==> config.mk <==
export PLATFORM = sky130hd
export DESIGN_NAME = reset_state_initialiser
export DESIGN_NICKNAME = d
export VERILOG_FILES = /design/src/hw/reset_init_pkg.sv /design/src/hw/reset_state_initialiser.sv
export SDC_FILE = /design/constraint.sdc
export NUM_CORES = 1
export LEC_CHECK = 0
export ABC_AREA = 1
export BUFFER_PORTS_ARGS = -buffer_cell sky130_fd_sc_hd__buf_2
export CAP_MARGIN = 20
export CORE_ASPECT_RATIO = 0.75
export CORE_MARGIN = 4
export CORE_UTILIZATION = 45
export DETAILED_ROUTE_END_ITERATION = 10
export HOLD_SLACK_MARGIN = 0.03
export PLACE_DENSITY = 0.61
export RECOVER_POWER = 50
export SLEW_MARGIN = 20
export SYNTH_ARGS = -nofsm -noshare
export SYNTH_HDL_FRONTEND = slang
export SYNTH_SLANG_ARGS = --single-unit
==> constraint.sdc <==
create_clock -name sys_clk_in -period 2.3 [get_ports sys_clk_in]
set_input_delay 0.115 -clock sys_clk_in [delete_from_list [all_inputs] [get_ports sys_clk_in]]
set_output_delay 0.115 -clock sys_clk_in [all_outputs]
set_load 0.05 [all_outputs]
==> src/hw/reset_init_pkg.sv <==
package reset_init_pkg;

  // register indices on the plain register port
  localparam int         REG_N      = 21;
  localparam logic [4:0] IDX_BANK   = 5'h00;
  localparam logic [4:0] IDX_PCL    = 5'h01;
  localparam logic [4:0] IDX_TBC    = 5'h02;
  localparam logic [4:0] IDX_INTERRUPT_CONTROL_0  = 5'h03;
  localparam logic [4:0] IDX_TIMER0_COUNT   = 5'h04;
  localparam logic [4:0] IDX_TIMER0_CONTROL  = 5'h05;
  localparam logic [4:0] IDX_TIMER1_CONTROL  = 5'h06;
  localparam logic [4:0] IDX_TIMER2_CONTROL  = 5'h07;
  localparam logic [4:0] IDX_TIMER3_CONTROL  = 5'h08;
  localparam logic [4:0] IDX_PORTS  = 5'h09;
  localparam logic [4:0] IDX_PULSE_WIDTH0_HIGH  = 5'h11;
  localparam logic [4:0] IDX_INTERRUPT_CONTROL_1  = 5'h12;
  localparam logic [4:0] IDX_STATUS = 5'h13;
  localparam logic [4:0] IDX_STACK  = 5'h14;

  // preset values, by index
  localparam logic [7:0] RST_VAL [REG_N] = '{
    8'h00, 8'h00, 8'h07, 8'h00, 8'h00, 8'h08, 8'h01, 8'h08, 8'h08,
    8'hff, 8'hff, 8'hff, 8'hff, 8'hff, 8'hff, 8'hff, 8'hff,
    8'h00, 8'h00, 8'h00, 8'h00};
  // implemented bits, by index
  localparam logic [7:0] IMPL_MASK [REG_N] = '{
    8'h0f, 8'hff, 8'h3f, 8'hff, 8'hff, 8'hdf, 8'h1f, 8'hdf, 8'hdf,
    8'hff, 8'hff, 8'hff, 8'hff, 8'hff, 8'hff, 8'hff, 8'hff,
    8'hff, 8'h1f, 8'h0f, 8'h0f};
  // registers preset by pin, droop and running watchdog resets
  localparam logic [REG_N-1:0] WARM_MASK = 21'h1fffef & ~21'h080000;
  // registers preset by a watchdog reset while halted
  localparam logic [REG_N-1:0] HALT_MASK = 21'h100002;

  localparam logic [7:0] STACK_TOP  = 8'h00;
  localparam int         DOG_BIT    = 5;
  localparam int         SLEEP_BIT  = 4;
  localparam int         RUN_BIT    = 4;
  localparam int         WDT_W      = 20;
  localparam int         PRESC_W    = 7;

  typedef enum logic [2:0] {
    RK_NONE,
    RK_POWER,
    RK_WARM,
    RK_DOG_RUN,
    RK_DOG_HALT
  } reset_kind_t;

  typedef struct packed {
    logic [4:0] addr;
    logic [7:0] wdata;
    logic       wr;
    logic       rd;
  } bus_req_t;

  typedef struct packed {
    logic [1:0]               pin_s;
    logic [1:0]               droop_s;
    logic                     sleep;
    logic                     dog;
    logic                     slp;
    logic [WDT_W-1:0]         wdt;
    logic [PRESC_W-1:0]       presc;
    logic [7:0]               rdata;
    logic                     restart;
    logic [REG_N-1:0][7:0]    regs;
  } state_t;

endpackage

==> src/hw/reset_state_initialiser.sv <==
`timescale 1ns/1ps
module reset_state_initialiser
  import reset_init_pkg::*;
#(
  parameter int WDT_CYCLES = 65536
)(
  // clock and power-on reset
  input  wire logic        sys_clk_in,
  input  wire logic        rst_b_in,
  // reset sources and core events
  input  wire logic        hard_clear_pin_b_in,
  input  wire logic        supply_droop_clear_in,
  input  wire logic        power_down_in,
  input  wire logic        wake_in,
  input  wire logic        dog_clear_in,
  // register port
  input  wire bus_req_t    bus_in,
  output logic [7:0]       rdata_out,
  // state seen by the core
  output logic             dog_expiry_flag_out,
  output logic             sleep_entry_flag_out,
  output logic             core_restart_out,
  output logic             sleeping_out,
  output logic [7:0]       program_counter_low_out,
  output logic [7:0]       stack_ptr_out,
  output logic [3:0]       timers_run_out,
  output logic             irq_enable_out
);

  state_t      st_reg;
  state_t      st_next;
  reset_kind_t kind;
  logic        dog_ovf;

  localparam logic [WDT_W-1:0] WDT_LAST = WDT_W'(WDT_CYCLES - 1);

  function automatic reset_kind_t decode(input logic por, input logic warm,
                                         input logic ovf, input logic asleep);
    if (por)
      return RK_POWER;
    else if (ovf && asleep)
      return RK_DOG_HALT;
    else if (ovf)
      return RK_DOG_RUN;
    else if (warm)
      return RK_WARM;
    else
      return RK_NONE;
  endfunction

  assign dog_ovf = (st_reg.wdt == WDT_LAST);
  assign kind    = decode(!rst_b_in, !st_reg.pin_s[1] || st_reg.droop_s[1],
                          dog_ovf, st_reg.sleep);

  always_comb
  begin
    st_next         = st_reg;
    st_next.pin_s   = {st_reg.pin_s[0], hard_clear_pin_b_in};
    st_next.droop_s = {st_reg.droop_s[0], supply_droop_clear_in};
    st_next.restart = 1'b0;
    st_next.rdata   = 8'h00;
    st_next.wdt     = st_reg.wdt + WDT_W'(1);
    st_next.presc   = st_reg.presc + PRESC_W'(1);

    // core events first, so a reset in the same cycle overrides them
    if (power_down_in)
    begin
      st_next.sleep = 1'b1;
      st_next.slp   = 1'b1;
      st_next.dog   = 1'b0;
      st_next.wdt   = '0;
    end
    if (dog_clear_in)
    begin
      st_next.dog = 1'b0;
      st_next.slp = 1'b0;
      st_next.wdt = '0;
    end
    if (wake_in)
      st_next.sleep = 1'b0;

    // a reset in the same cycle wins over a register write
    if (bus_in.wr && bus_in.addr < IDX_STACK && kind == RK_NONE)
      st_next.regs[bus_in.addr] = bus_in.wdata & IMPL_MASK[bus_in.addr];
    if (bus_in.rd)
    begin
      if (bus_in.addr == IDX_STATUS)
      begin
        st_next.rdata            = st_reg.regs[IDX_STATUS];
        st_next.rdata[DOG_BIT]   = st_reg.dog;
        st_next.rdata[SLEEP_BIT] = st_reg.slp;
      end
      else if (bus_in.addr <= IDX_STACK)
        st_next.rdata = st_reg.regs[bus_in.addr];
    end

    case (kind)
      RK_POWER:
      begin
        st_next.dog   = 1'b0;
        st_next.slp   = 1'b0;
        st_next.presc = '0;
        for (int i = 0; i < REG_N; i++)
          st_next.regs[i] = RST_VAL[i];
        st_next.regs[IDX_STACK] = STACK_TOP;
      end
      RK_WARM, RK_DOG_RUN:
      begin
        // flags keep their values on a pin or droop reset
        // same-cycle sleep entry or watchdog clear must not leak through
        st_next.dog = st_reg.dog;
        st_next.slp = st_reg.slp;
        if (kind == RK_DOG_RUN)
          st_next.dog = 1'b1;
        st_next.presc = '0;
        for (int i = 0; i < REG_N; i++)
          if (WARM_MASK[i])
            st_next.regs[i] = RST_VAL[i];
      end
      RK_DOG_HALT:
      begin
        st_next.dog = 1'b1;
        st_next.slp = 1'b1;
        // only pc low and stack are touched; the rest is kept
        for (int i = 0; i < REG_N; i++)
          if (HALT_MASK[i])
            st_next.regs[i] = RST_VAL[i];
      end
      default:
      begin
      end
    endcase

    if (kind != RK_NONE)
    begin
      st_next.wdt           = '0;
      st_next.sleep         = 1'b0;
      st_next.restart       = 1'b1;
      st_next.regs[IDX_PCL] = 8'h00;
    end
  end

  always_ff @(posedge sys_clk_in)
  begin
    st_reg <= st_next;
  end

  assign rdata_out               = st_reg.rdata;
  assign dog_expiry_flag_out     = st_reg.dog;
  assign sleep_entry_flag_out    = st_reg.slp;
  assign core_restart_out        = st_reg.restart;
  assign sleeping_out            = st_reg.sleep;
  assign program_counter_low_out = st_reg.regs[IDX_PCL];
  assign stack_ptr_out           = st_reg.regs[IDX_STACK];
  assign irq_enable_out          = st_reg.regs[IDX_INTERRUPT_CONTROL_0][0];
  assign timers_run_out          = {st_reg.regs[IDX_TIMER3_CONTROL][RUN_BIT],
                                    st_reg.regs[IDX_TIMER2_CONTROL][RUN_BIT],
                                    st_reg.regs[IDX_TIMER1_CONTROL][RUN_BIT],
                                    st_reg.regs[IDX_TIMER0_CONTROL][RUN_BIT]};

  // power-on checks cannot be disabled by the reset they watch
  chk_por_flags: assert property (@(posedge sys_clk_in)
    !rst_b_in |=> !dog_expiry_flag_out && !sleep_entry_flag_out)
    else $error("flags not cleared by power-on reset");

  chk_por_presets: assert property (@(posedge sys_clk_in)
    !rst_b_in && (!st_reg.pin_s[1] || st_reg.droop_s[1]) |=> st_reg.regs[IDX_PORTS] == 8'hff
      && timers_run_out == 4'h0 && !irq_enable_out && st_reg.presc == '0)
    else $error("power-on presets lost");

  chk_por_stack: assert property (@(posedge sys_clk_in)
    !rst_b_in |=> stack_ptr_out == STACK_TOP && st_reg.regs[IDX_INTERRUPT_CONTROL_1] == 8'h00)
    else $error("stack or interrupts wrong after power-on");

  chk_warm_flags: assert property (@(posedge sys_clk_in) disable iff (!rst_b_in)
    kind == RK_WARM
    |=> dog_expiry_flag_out == $past(st_reg.dog)
      && sleep_entry_flag_out == $past(st_reg.slp))
    else $error("pin reset altered flags");

  chk_dog_run: assert property (@(posedge sys_clk_in) disable iff (!rst_b_in)
    kind == RK_DOG_RUN
    |=> dog_expiry_flag_out
      && sleep_entry_flag_out == $past(st_reg.slp)
      && st_reg.regs[IDX_TIMER0_CONTROL] == 8'h08)
    else $error("running watchdog reset wrong");

  chk_dog_halt: assert property (@(posedge sys_clk_in) disable iff (!rst_b_in)
    kind == RK_DOG_HALT
    |=> dog_expiry_flag_out
      && sleep_entry_flag_out
      && st_reg.regs[IDX_PORTS] == $past(st_reg.regs[IDX_PORTS]))
    else $error("halted watchdog reset wrong");

  chk_halt_keep: assert property (@(posedge sys_clk_in) disable iff (!rst_b_in)
    kind == RK_DOG_HALT
    |=> $stable(timers_run_out)
      && $stable(irq_enable_out))
    else $error("halted watchdog reset touched registers");

  chk_pcl_zero: assert property (@(posedge sys_clk_in)
    kind != RK_NONE
    |=> program_counter_low_out == 8'h00
      && core_restart_out)
    else $error("pc low not cleared on reset");

  // first free cycle after a reset moves the counter from zero to one
  chk_wdt_restart: assert property (@(posedge sys_clk_in) disable iff (!rst_b_in)
    kind != RK_NONE ##1 (kind == RK_NONE && !power_down_in && !dog_clear_in)
    |=> st_reg.wdt == WDT_W'(1))
    else $error("watchdog not restarted");

  chk_sleep_entry: assert property (@(posedge sys_clk_in) disable iff (!rst_b_in)
    power_down_in && !dog_clear_in && !wake_in && kind == RK_NONE
    |=> sleep_entry_flag_out
      && !dog_expiry_flag_out
      && sleeping_out)
    else $error("sleep entry not recorded");

  chk_dog_clear: assert property (@(posedge sys_clk_in) disable iff (!rst_b_in)
    dog_clear_in && kind == RK_NONE
    |=> !dog_expiry_flag_out
      && !sleep_entry_flag_out)
    else $error("watchdog clear left a flag set");

  chk_wake_plain: assert property (@(posedge sys_clk_in) disable iff (!rst_b_in)
    wake_in && !power_down_in && kind == RK_NONE
    |=> !sleeping_out
      && sleep_entry_flag_out == $past(st_reg.slp))
    else $error("wake disturbed the flags");

  chk_wdt_count: assert property (@(posedge sys_clk_in) disable iff (!rst_b_in)
    kind == RK_NONE && !power_down_in && !dog_clear_in
    |=> st_reg.wdt == $past(st_reg.wdt) + WDT_W'(1))
    else $error("watchdog counter stalled");

  chk_por_others: assert property (@(posedge sys_clk_in)
    !rst_b_in
    |=> st_reg.regs[IDX_BANK] == 8'h00
      && st_reg.regs[IDX_TBC] == 8'h07
      && st_reg.regs[IDX_INTERRUPT_CONTROL_0] == 8'h00
      && st_reg.regs[IDX_PULSE_WIDTH0_HIGH] == 8'h00
      && st_reg.regs[IDX_TIMER0_COUNT] == 8'h00
      && st_reg.regs[IDX_STATUS] == 8'h00)
    else $error("power-on register presets wrong");

  chk_warm_presets: assert property (@(posedge sys_clk_in) disable iff (!rst_b_in)
    kind == RK_WARM || kind == RK_DOG_RUN
    |=> st_reg.regs[IDX_TIMER0_CONTROL] == 8'h08
      && st_reg.regs[IDX_TIMER1_CONTROL] == 8'h01
      && st_reg.regs[IDX_TIMER2_CONTROL] == 8'h08
      && st_reg.regs[IDX_TIMER3_CONTROL] == 8'h08
      && st_reg.regs[IDX_TBC] == 8'h07
      && st_reg.presc == '0)
    else $error("warm reset presets wrong");

  chk_halt_stack: assert property (@(posedge sys_clk_in) disable iff (!rst_b_in)
    kind == RK_DOG_HALT
    |=> stack_ptr_out == STACK_TOP
      && program_counter_low_out == 8'h00
      && core_restart_out
      && !sleeping_out)
    else $error("halted watchdog reset left pc or stack");

  chk_reset_wakes: assert property (@(posedge sys_clk_in)
    kind != RK_NONE
    |=> !sleeping_out)
    else $error("core left asleep after reset");

  chk_restart_idle: assert property (@(posedge sys_clk_in) disable iff (!rst_b_in)
    kind == RK_NONE
    |=> !core_restart_out)
    else $error("restart pulse without reset");

  chk_stack_ro: assert property (@(posedge sys_clk_in) disable iff (!rst_b_in)
    bus_in.wr && kind == RK_NONE
    |=> $stable(stack_ptr_out))
    else $error("stack pointer written from the bus");

  chk_port_write: assert property (@(posedge sys_clk_in) disable iff (!rst_b_in)
    bus_in.wr && bus_in.addr == IDX_PORTS && kind == RK_NONE
    |=> st_reg.regs[IDX_PORTS] == $past(bus_in.wdata))
    else $error("register write lost");

  chk_rdata_idle: assert property (@(posedge sys_clk_in)
    !bus_in.rd
    |=> rdata_out == 8'h00)
    else $error("read data not idle");

  chk_status_read: assert property (@(posedge sys_clk_in) disable iff (!rst_b_in)
    bus_in.rd && bus_in.addr == IDX_STATUS
    |=> rdata_out[DOG_BIT] == $past(st_reg.dog)
      && rdata_out[SLEEP_BIT] == $past(st_reg.slp))
    else $error("status read lost a flag");

  // every port data and direction register, one check each
  for (genvar g = 0; g < 8; g++)
  begin : g_port_chk
    chk_port_preset: assert property (@(posedge sys_clk_in)
      kind == RK_POWER || kind == RK_WARM || kind == RK_DOG_RUN
      |=> st_reg.regs[int'(IDX_PORTS) + g] == 8'hff)
      else $error("port register not preset");
  end

  // registers outside the halt preset set hold through a halted watchdog reset
  for (genvar g = 0; g < REG_N; g++)
  begin : g_halt_chk
    if (HALT_MASK[g] == 1'b0)
    begin : g_kept
      chk_halt_hold: assert property (@(posedge sys_clk_in) disable iff (!rst_b_in)
        kind == RK_DOG_HALT
        |=> st_reg.regs[g] == $past(st_reg.regs[g]))
        else $error("register changed by halted watchdog reset");
    end
  end

  cov_por_combo: cover property (@(posedge sys_clk_in) !rst_b_in && st_reg.droop_s[1]);

  cov_por: cover property (@(posedge sys_clk_in) !rst_b_in ##1 rst_b_in);
  cov_pin: cover property (@(posedge sys_clk_in) kind == RK_WARM);
  cov_dog_run: cover property (@(posedge sys_clk_in) kind == RK_DOG_RUN);
  cov_dog_halt: cover property (@(posedge sys_clk_in) kind == RK_DOG_HALT);

endmodule

==> flow_summary.yaml <==
run_status:
  status: "complete, no violations"
cells_and_area:
  fin_area_mm2: 0.0104
  largest_reg_flops: 169
  area_growth_pct: 14.9
  layout_commonest_cell: "nand2_1"
  postLayoutCoreUtil: 0.531
  mostFrequentLayoutCells: "nand2_1, dfxtp_1, nor2_1"
  layout.area.seq_mm2: 0.00411
  fillers: 1935
  n_antenna_cell: 0
  drive_gt1_frac: 0.111
  multi_input_area_mm2: 0.00414
  nNetsFinal: 1303
setup_path:
  path_class: "reg -> reg"
  critPathMaxStageDelay_ns: 0.36
  cp-start-kind: "register"
  crit_path_cell_trace: "ha_2 -> nand3_1 -> nor2_4 -> and2_1 -> nand3_2 -> a21oi_4 -> buf_4 -> buf_12 -> o211ai_1"
  regToRegEndpoint: "st_reg[114]$_SDFFE_PP1P_"
  critical_path.endpoint_type: "register"
  cp_max_fo: 40
  crit_buf_inv: 2
  r2r-start: "st_reg[185]$_SDFF_PP0_"
  cp.arrival_ns: 2.50
  worstPathRequired_ns: 2.66
  slowest_stage: "dfxtp_1"
  critical_path.top_delay_family: "simple AND/OR/NAND/NOR gates"
  rrSetupSlack_ns: 0.16
  reg2reg_depth: 9
synthesis:
  synth_top_family_by_area: "simple AND/OR/NAND/NOR gates"
  syn_nets: 1254
  ys_seq_elements: 204
  ys_warn_count: 0
  syn_avg_cell_area_um2: 7.33
  synthMuxAreaShare: 0
  seq_area_frac_synth: 0.455
  synth_compound_area_frac: 0.130
  ys_types: 38
  postSynthCellCount: 1231
  synth_xor_area_frac: 0.00582
  synth_fa_ha_area_frac: 0.00139
  synth_simple_gate_area_share: 0.317
  syn-cell-area_mm2: 0.00903
pwr:
  p_sw_frac: 0.241
  clock_power_share: 0.462
  p_int_mw: 5.81
  p_leak_nw: 4.23
  pwr-share-comb: 0.073
  power_density_mw_per_mm2: 738
  pwr-share-seq: 0.465
  p_switching_mw: 1.85
  ir_worst_vdd_mv: 0.512
timing:
  finalWorstSetupSlack_ns: 0.159
  worstMarginPinSlew_ns: 0.715
  slew_violations: 0
  rsz0062_at_grt: "false"
  period_minus_slack_ns: 2.14
  skew_ns: 0.0174
  fmax_mhz: 467
  hold_slack_ns: 0.0647
  final-setup-viol-count: 0
  hold_viol: 0
  min_period_over_period: 0.931
  relSlewSlack: 0.523
clock_network:
  h-tree-depth: 1
  cts_buffer_depth: 3
  clkSlewWorstSetupHoldPaths_ns: 0.07
  tritoncts: "done"
  cts.sinks: 204
  cts_buffers: 21
  clock_insertion_delay_worst_skew_ns: 0.51
  root_buffer: "clkbuf_16"
die:
  die_h_um: 131
  initial_utilization: 0.462
  core_mm2: 0.0195
  die_w_um: 172
  row_count: 44
  io_pins: 55
  fp.dieArea_mm2: 0.0224
global_route:
  grt_usage: 0.250
  grt_start_max_net_pins: 57
  grt_antenna_before_repair: 0
  grt_pass1_vias: 7633
  grt-ovfl-total: 0
  grt_pass1_wl_mm: 43.5
placed_design:
  dpl_cell_area_mm2: 0.00954
  pre_cts_ws_ns: -0.281
  gp_congestion: 0.875
  port_buffers: 54
  post-dp-hpwl_mm: 19.2
route:
  drt_iter0_drc: 957
  firstDrtPassIters: 6
  route.detailed.drc: 0
  routed_via_density: 5.46
  ant_nets: 0
  wl_per_cell_um: 18.3
  wirelength_mm: 28.3
  vias: 8449
worst_hold_path:
  min_to: "st_reg[154]$_SDFFE_PP0P_"
  min_path_cells: 4
  hold_path.class: "in -> reg"
  holdCritStartpoint: "rst_b_in"
job:
  cap_violations: 0
## power groups by stage
stage,Combinational (mW),Clock [mW],Sequential (mW)
4_1_cts,0.543,3.58,3.56
3_5_place_dp,0.530,0,3.64
3_3_place_gp,0.533,0,3.64
5_1_grt,0.589,3.76,3.56
6_report,0.560,3.54,3.56
2_1_floorplan,0.302,0,3.65
## layer usage
layer  global-route usage  wire length [um]  vias to the layer above  share of wire
met5                    0                 0                        -              0
met4               0.0657               839                        0          0.030
met3               0.0457              2510                       74          0.089
met2                0.363             11500                      371           0.41
met1                0.380             13400                     3878           0.47
li1                     -                 -                     4126              -
## final cells by class
type | instances | area share
inverter | 83 | 0.0300
timing repair buffer | 112 | 0.0762
tap | 253 | 0.0305
multi-input combinational | 858 | 0.399
clock inverter | 5 | 0.00760
clock buffer | 33 | 0.0608
sequential | 204 | 0.396
## per-stage QoR
step / TNS, ns / power (mW) / instances
floorplan: 0 / 3.95 / 1231
global placement: -2.42 / 4.17 / 1496
detailed placement: -3.60 / 4.17 / 1496
CTS: 0 / 7.68 / 1543
global route: 0 / 7.91 / 1548
finish: 0 / 7.66 / 1548
## cell usage after synthesis (all sizes together)
cell type	instances	share of area
o211ai	53	0.044
nor3	29	0.021
a22oi	33	0.027
nand3	82	0.047
nand2	370	0.15
o2111ai	3	0.0029
xnor2	3	0.0029
xor2	3	0.0029
nand4	25	0.019
inv	80	0.033
o21ai	29	0.016
a21oi	68	0.038
buf	70	0.050
or3	1	0.00069
clkinv	3	0.0012
or2	4	0.0028
ha	1	0.0014
nor3b	4	0.0033
dfxtp	202	0.45
and2	1	0.00069
edfxtp	2	0.0067
nor2	148	0.069
o32ai	1	0.00097
clkbuf	16	0.0067
## worst register-to-register path, stage by stage, from the launching register on
cell and delay (ns):
dfxtp_1 0.36, ha_2 0.20, nand3_1 0.16, nor2_4 0.19
and2_1 0.21, nand3_2 0.13, a21oi_4 0.25, buf_4 0.17
buf_12 0.19, o211ai_1 0.15
## worst max path at each step
stage / from / end / slack [ns] / cells after the start
floorplan: st_reg[184]$_SDFF_PP0_ / st_reg[88]$_SDFFE_PP1P_ / 0.42 / 10
global placement: st_reg[184]$_SDFF_PP0_ / st_reg[130]$_SDFFE_PP1P_ / -0.20 / 9
CTS: st_reg[184]$_SDFF_PP0_ / st_reg[130]$_SDFFE_PP1P_ / 0.007 / 9
detailed placement: st_reg[184]$_SDFF_PP0_ / st_reg[130]$_SDFFE_PP1P_ / -0.28 / 9
finish: st_reg[185]$_SDFF_PP0_ / st_reg[114]$_SDFFE_PP1P_ / 0.16 / 9
global route: st_reg[184]$_SDFF_PP0_ / st_reg[5]$_SDFFE_PP0P_ / 0.02 / 10
## timing repair
item / in CTS / in global routing
pin swaps: 1 / 2
hold buffers: 8 / 0
setup buffers: 1 / 4
gates resized for setup: 3 / 7
hold endpoints to repair: 13 / 0
cloned: 0 / 1
setup endpoints to repair: 35 / 96
## kinds of logic (layout without fill, tap and decap cells)
logic type,Yosys count,count (layout)
and+or+nand+nor,664,664
adders and majority gates,1,1
AOI/OAI and AO/OA,187,187
DFF,204,204
xor gates and xnor gates,6,6
buffers and inverters,169,233
(Power assumes the default switching activity.)
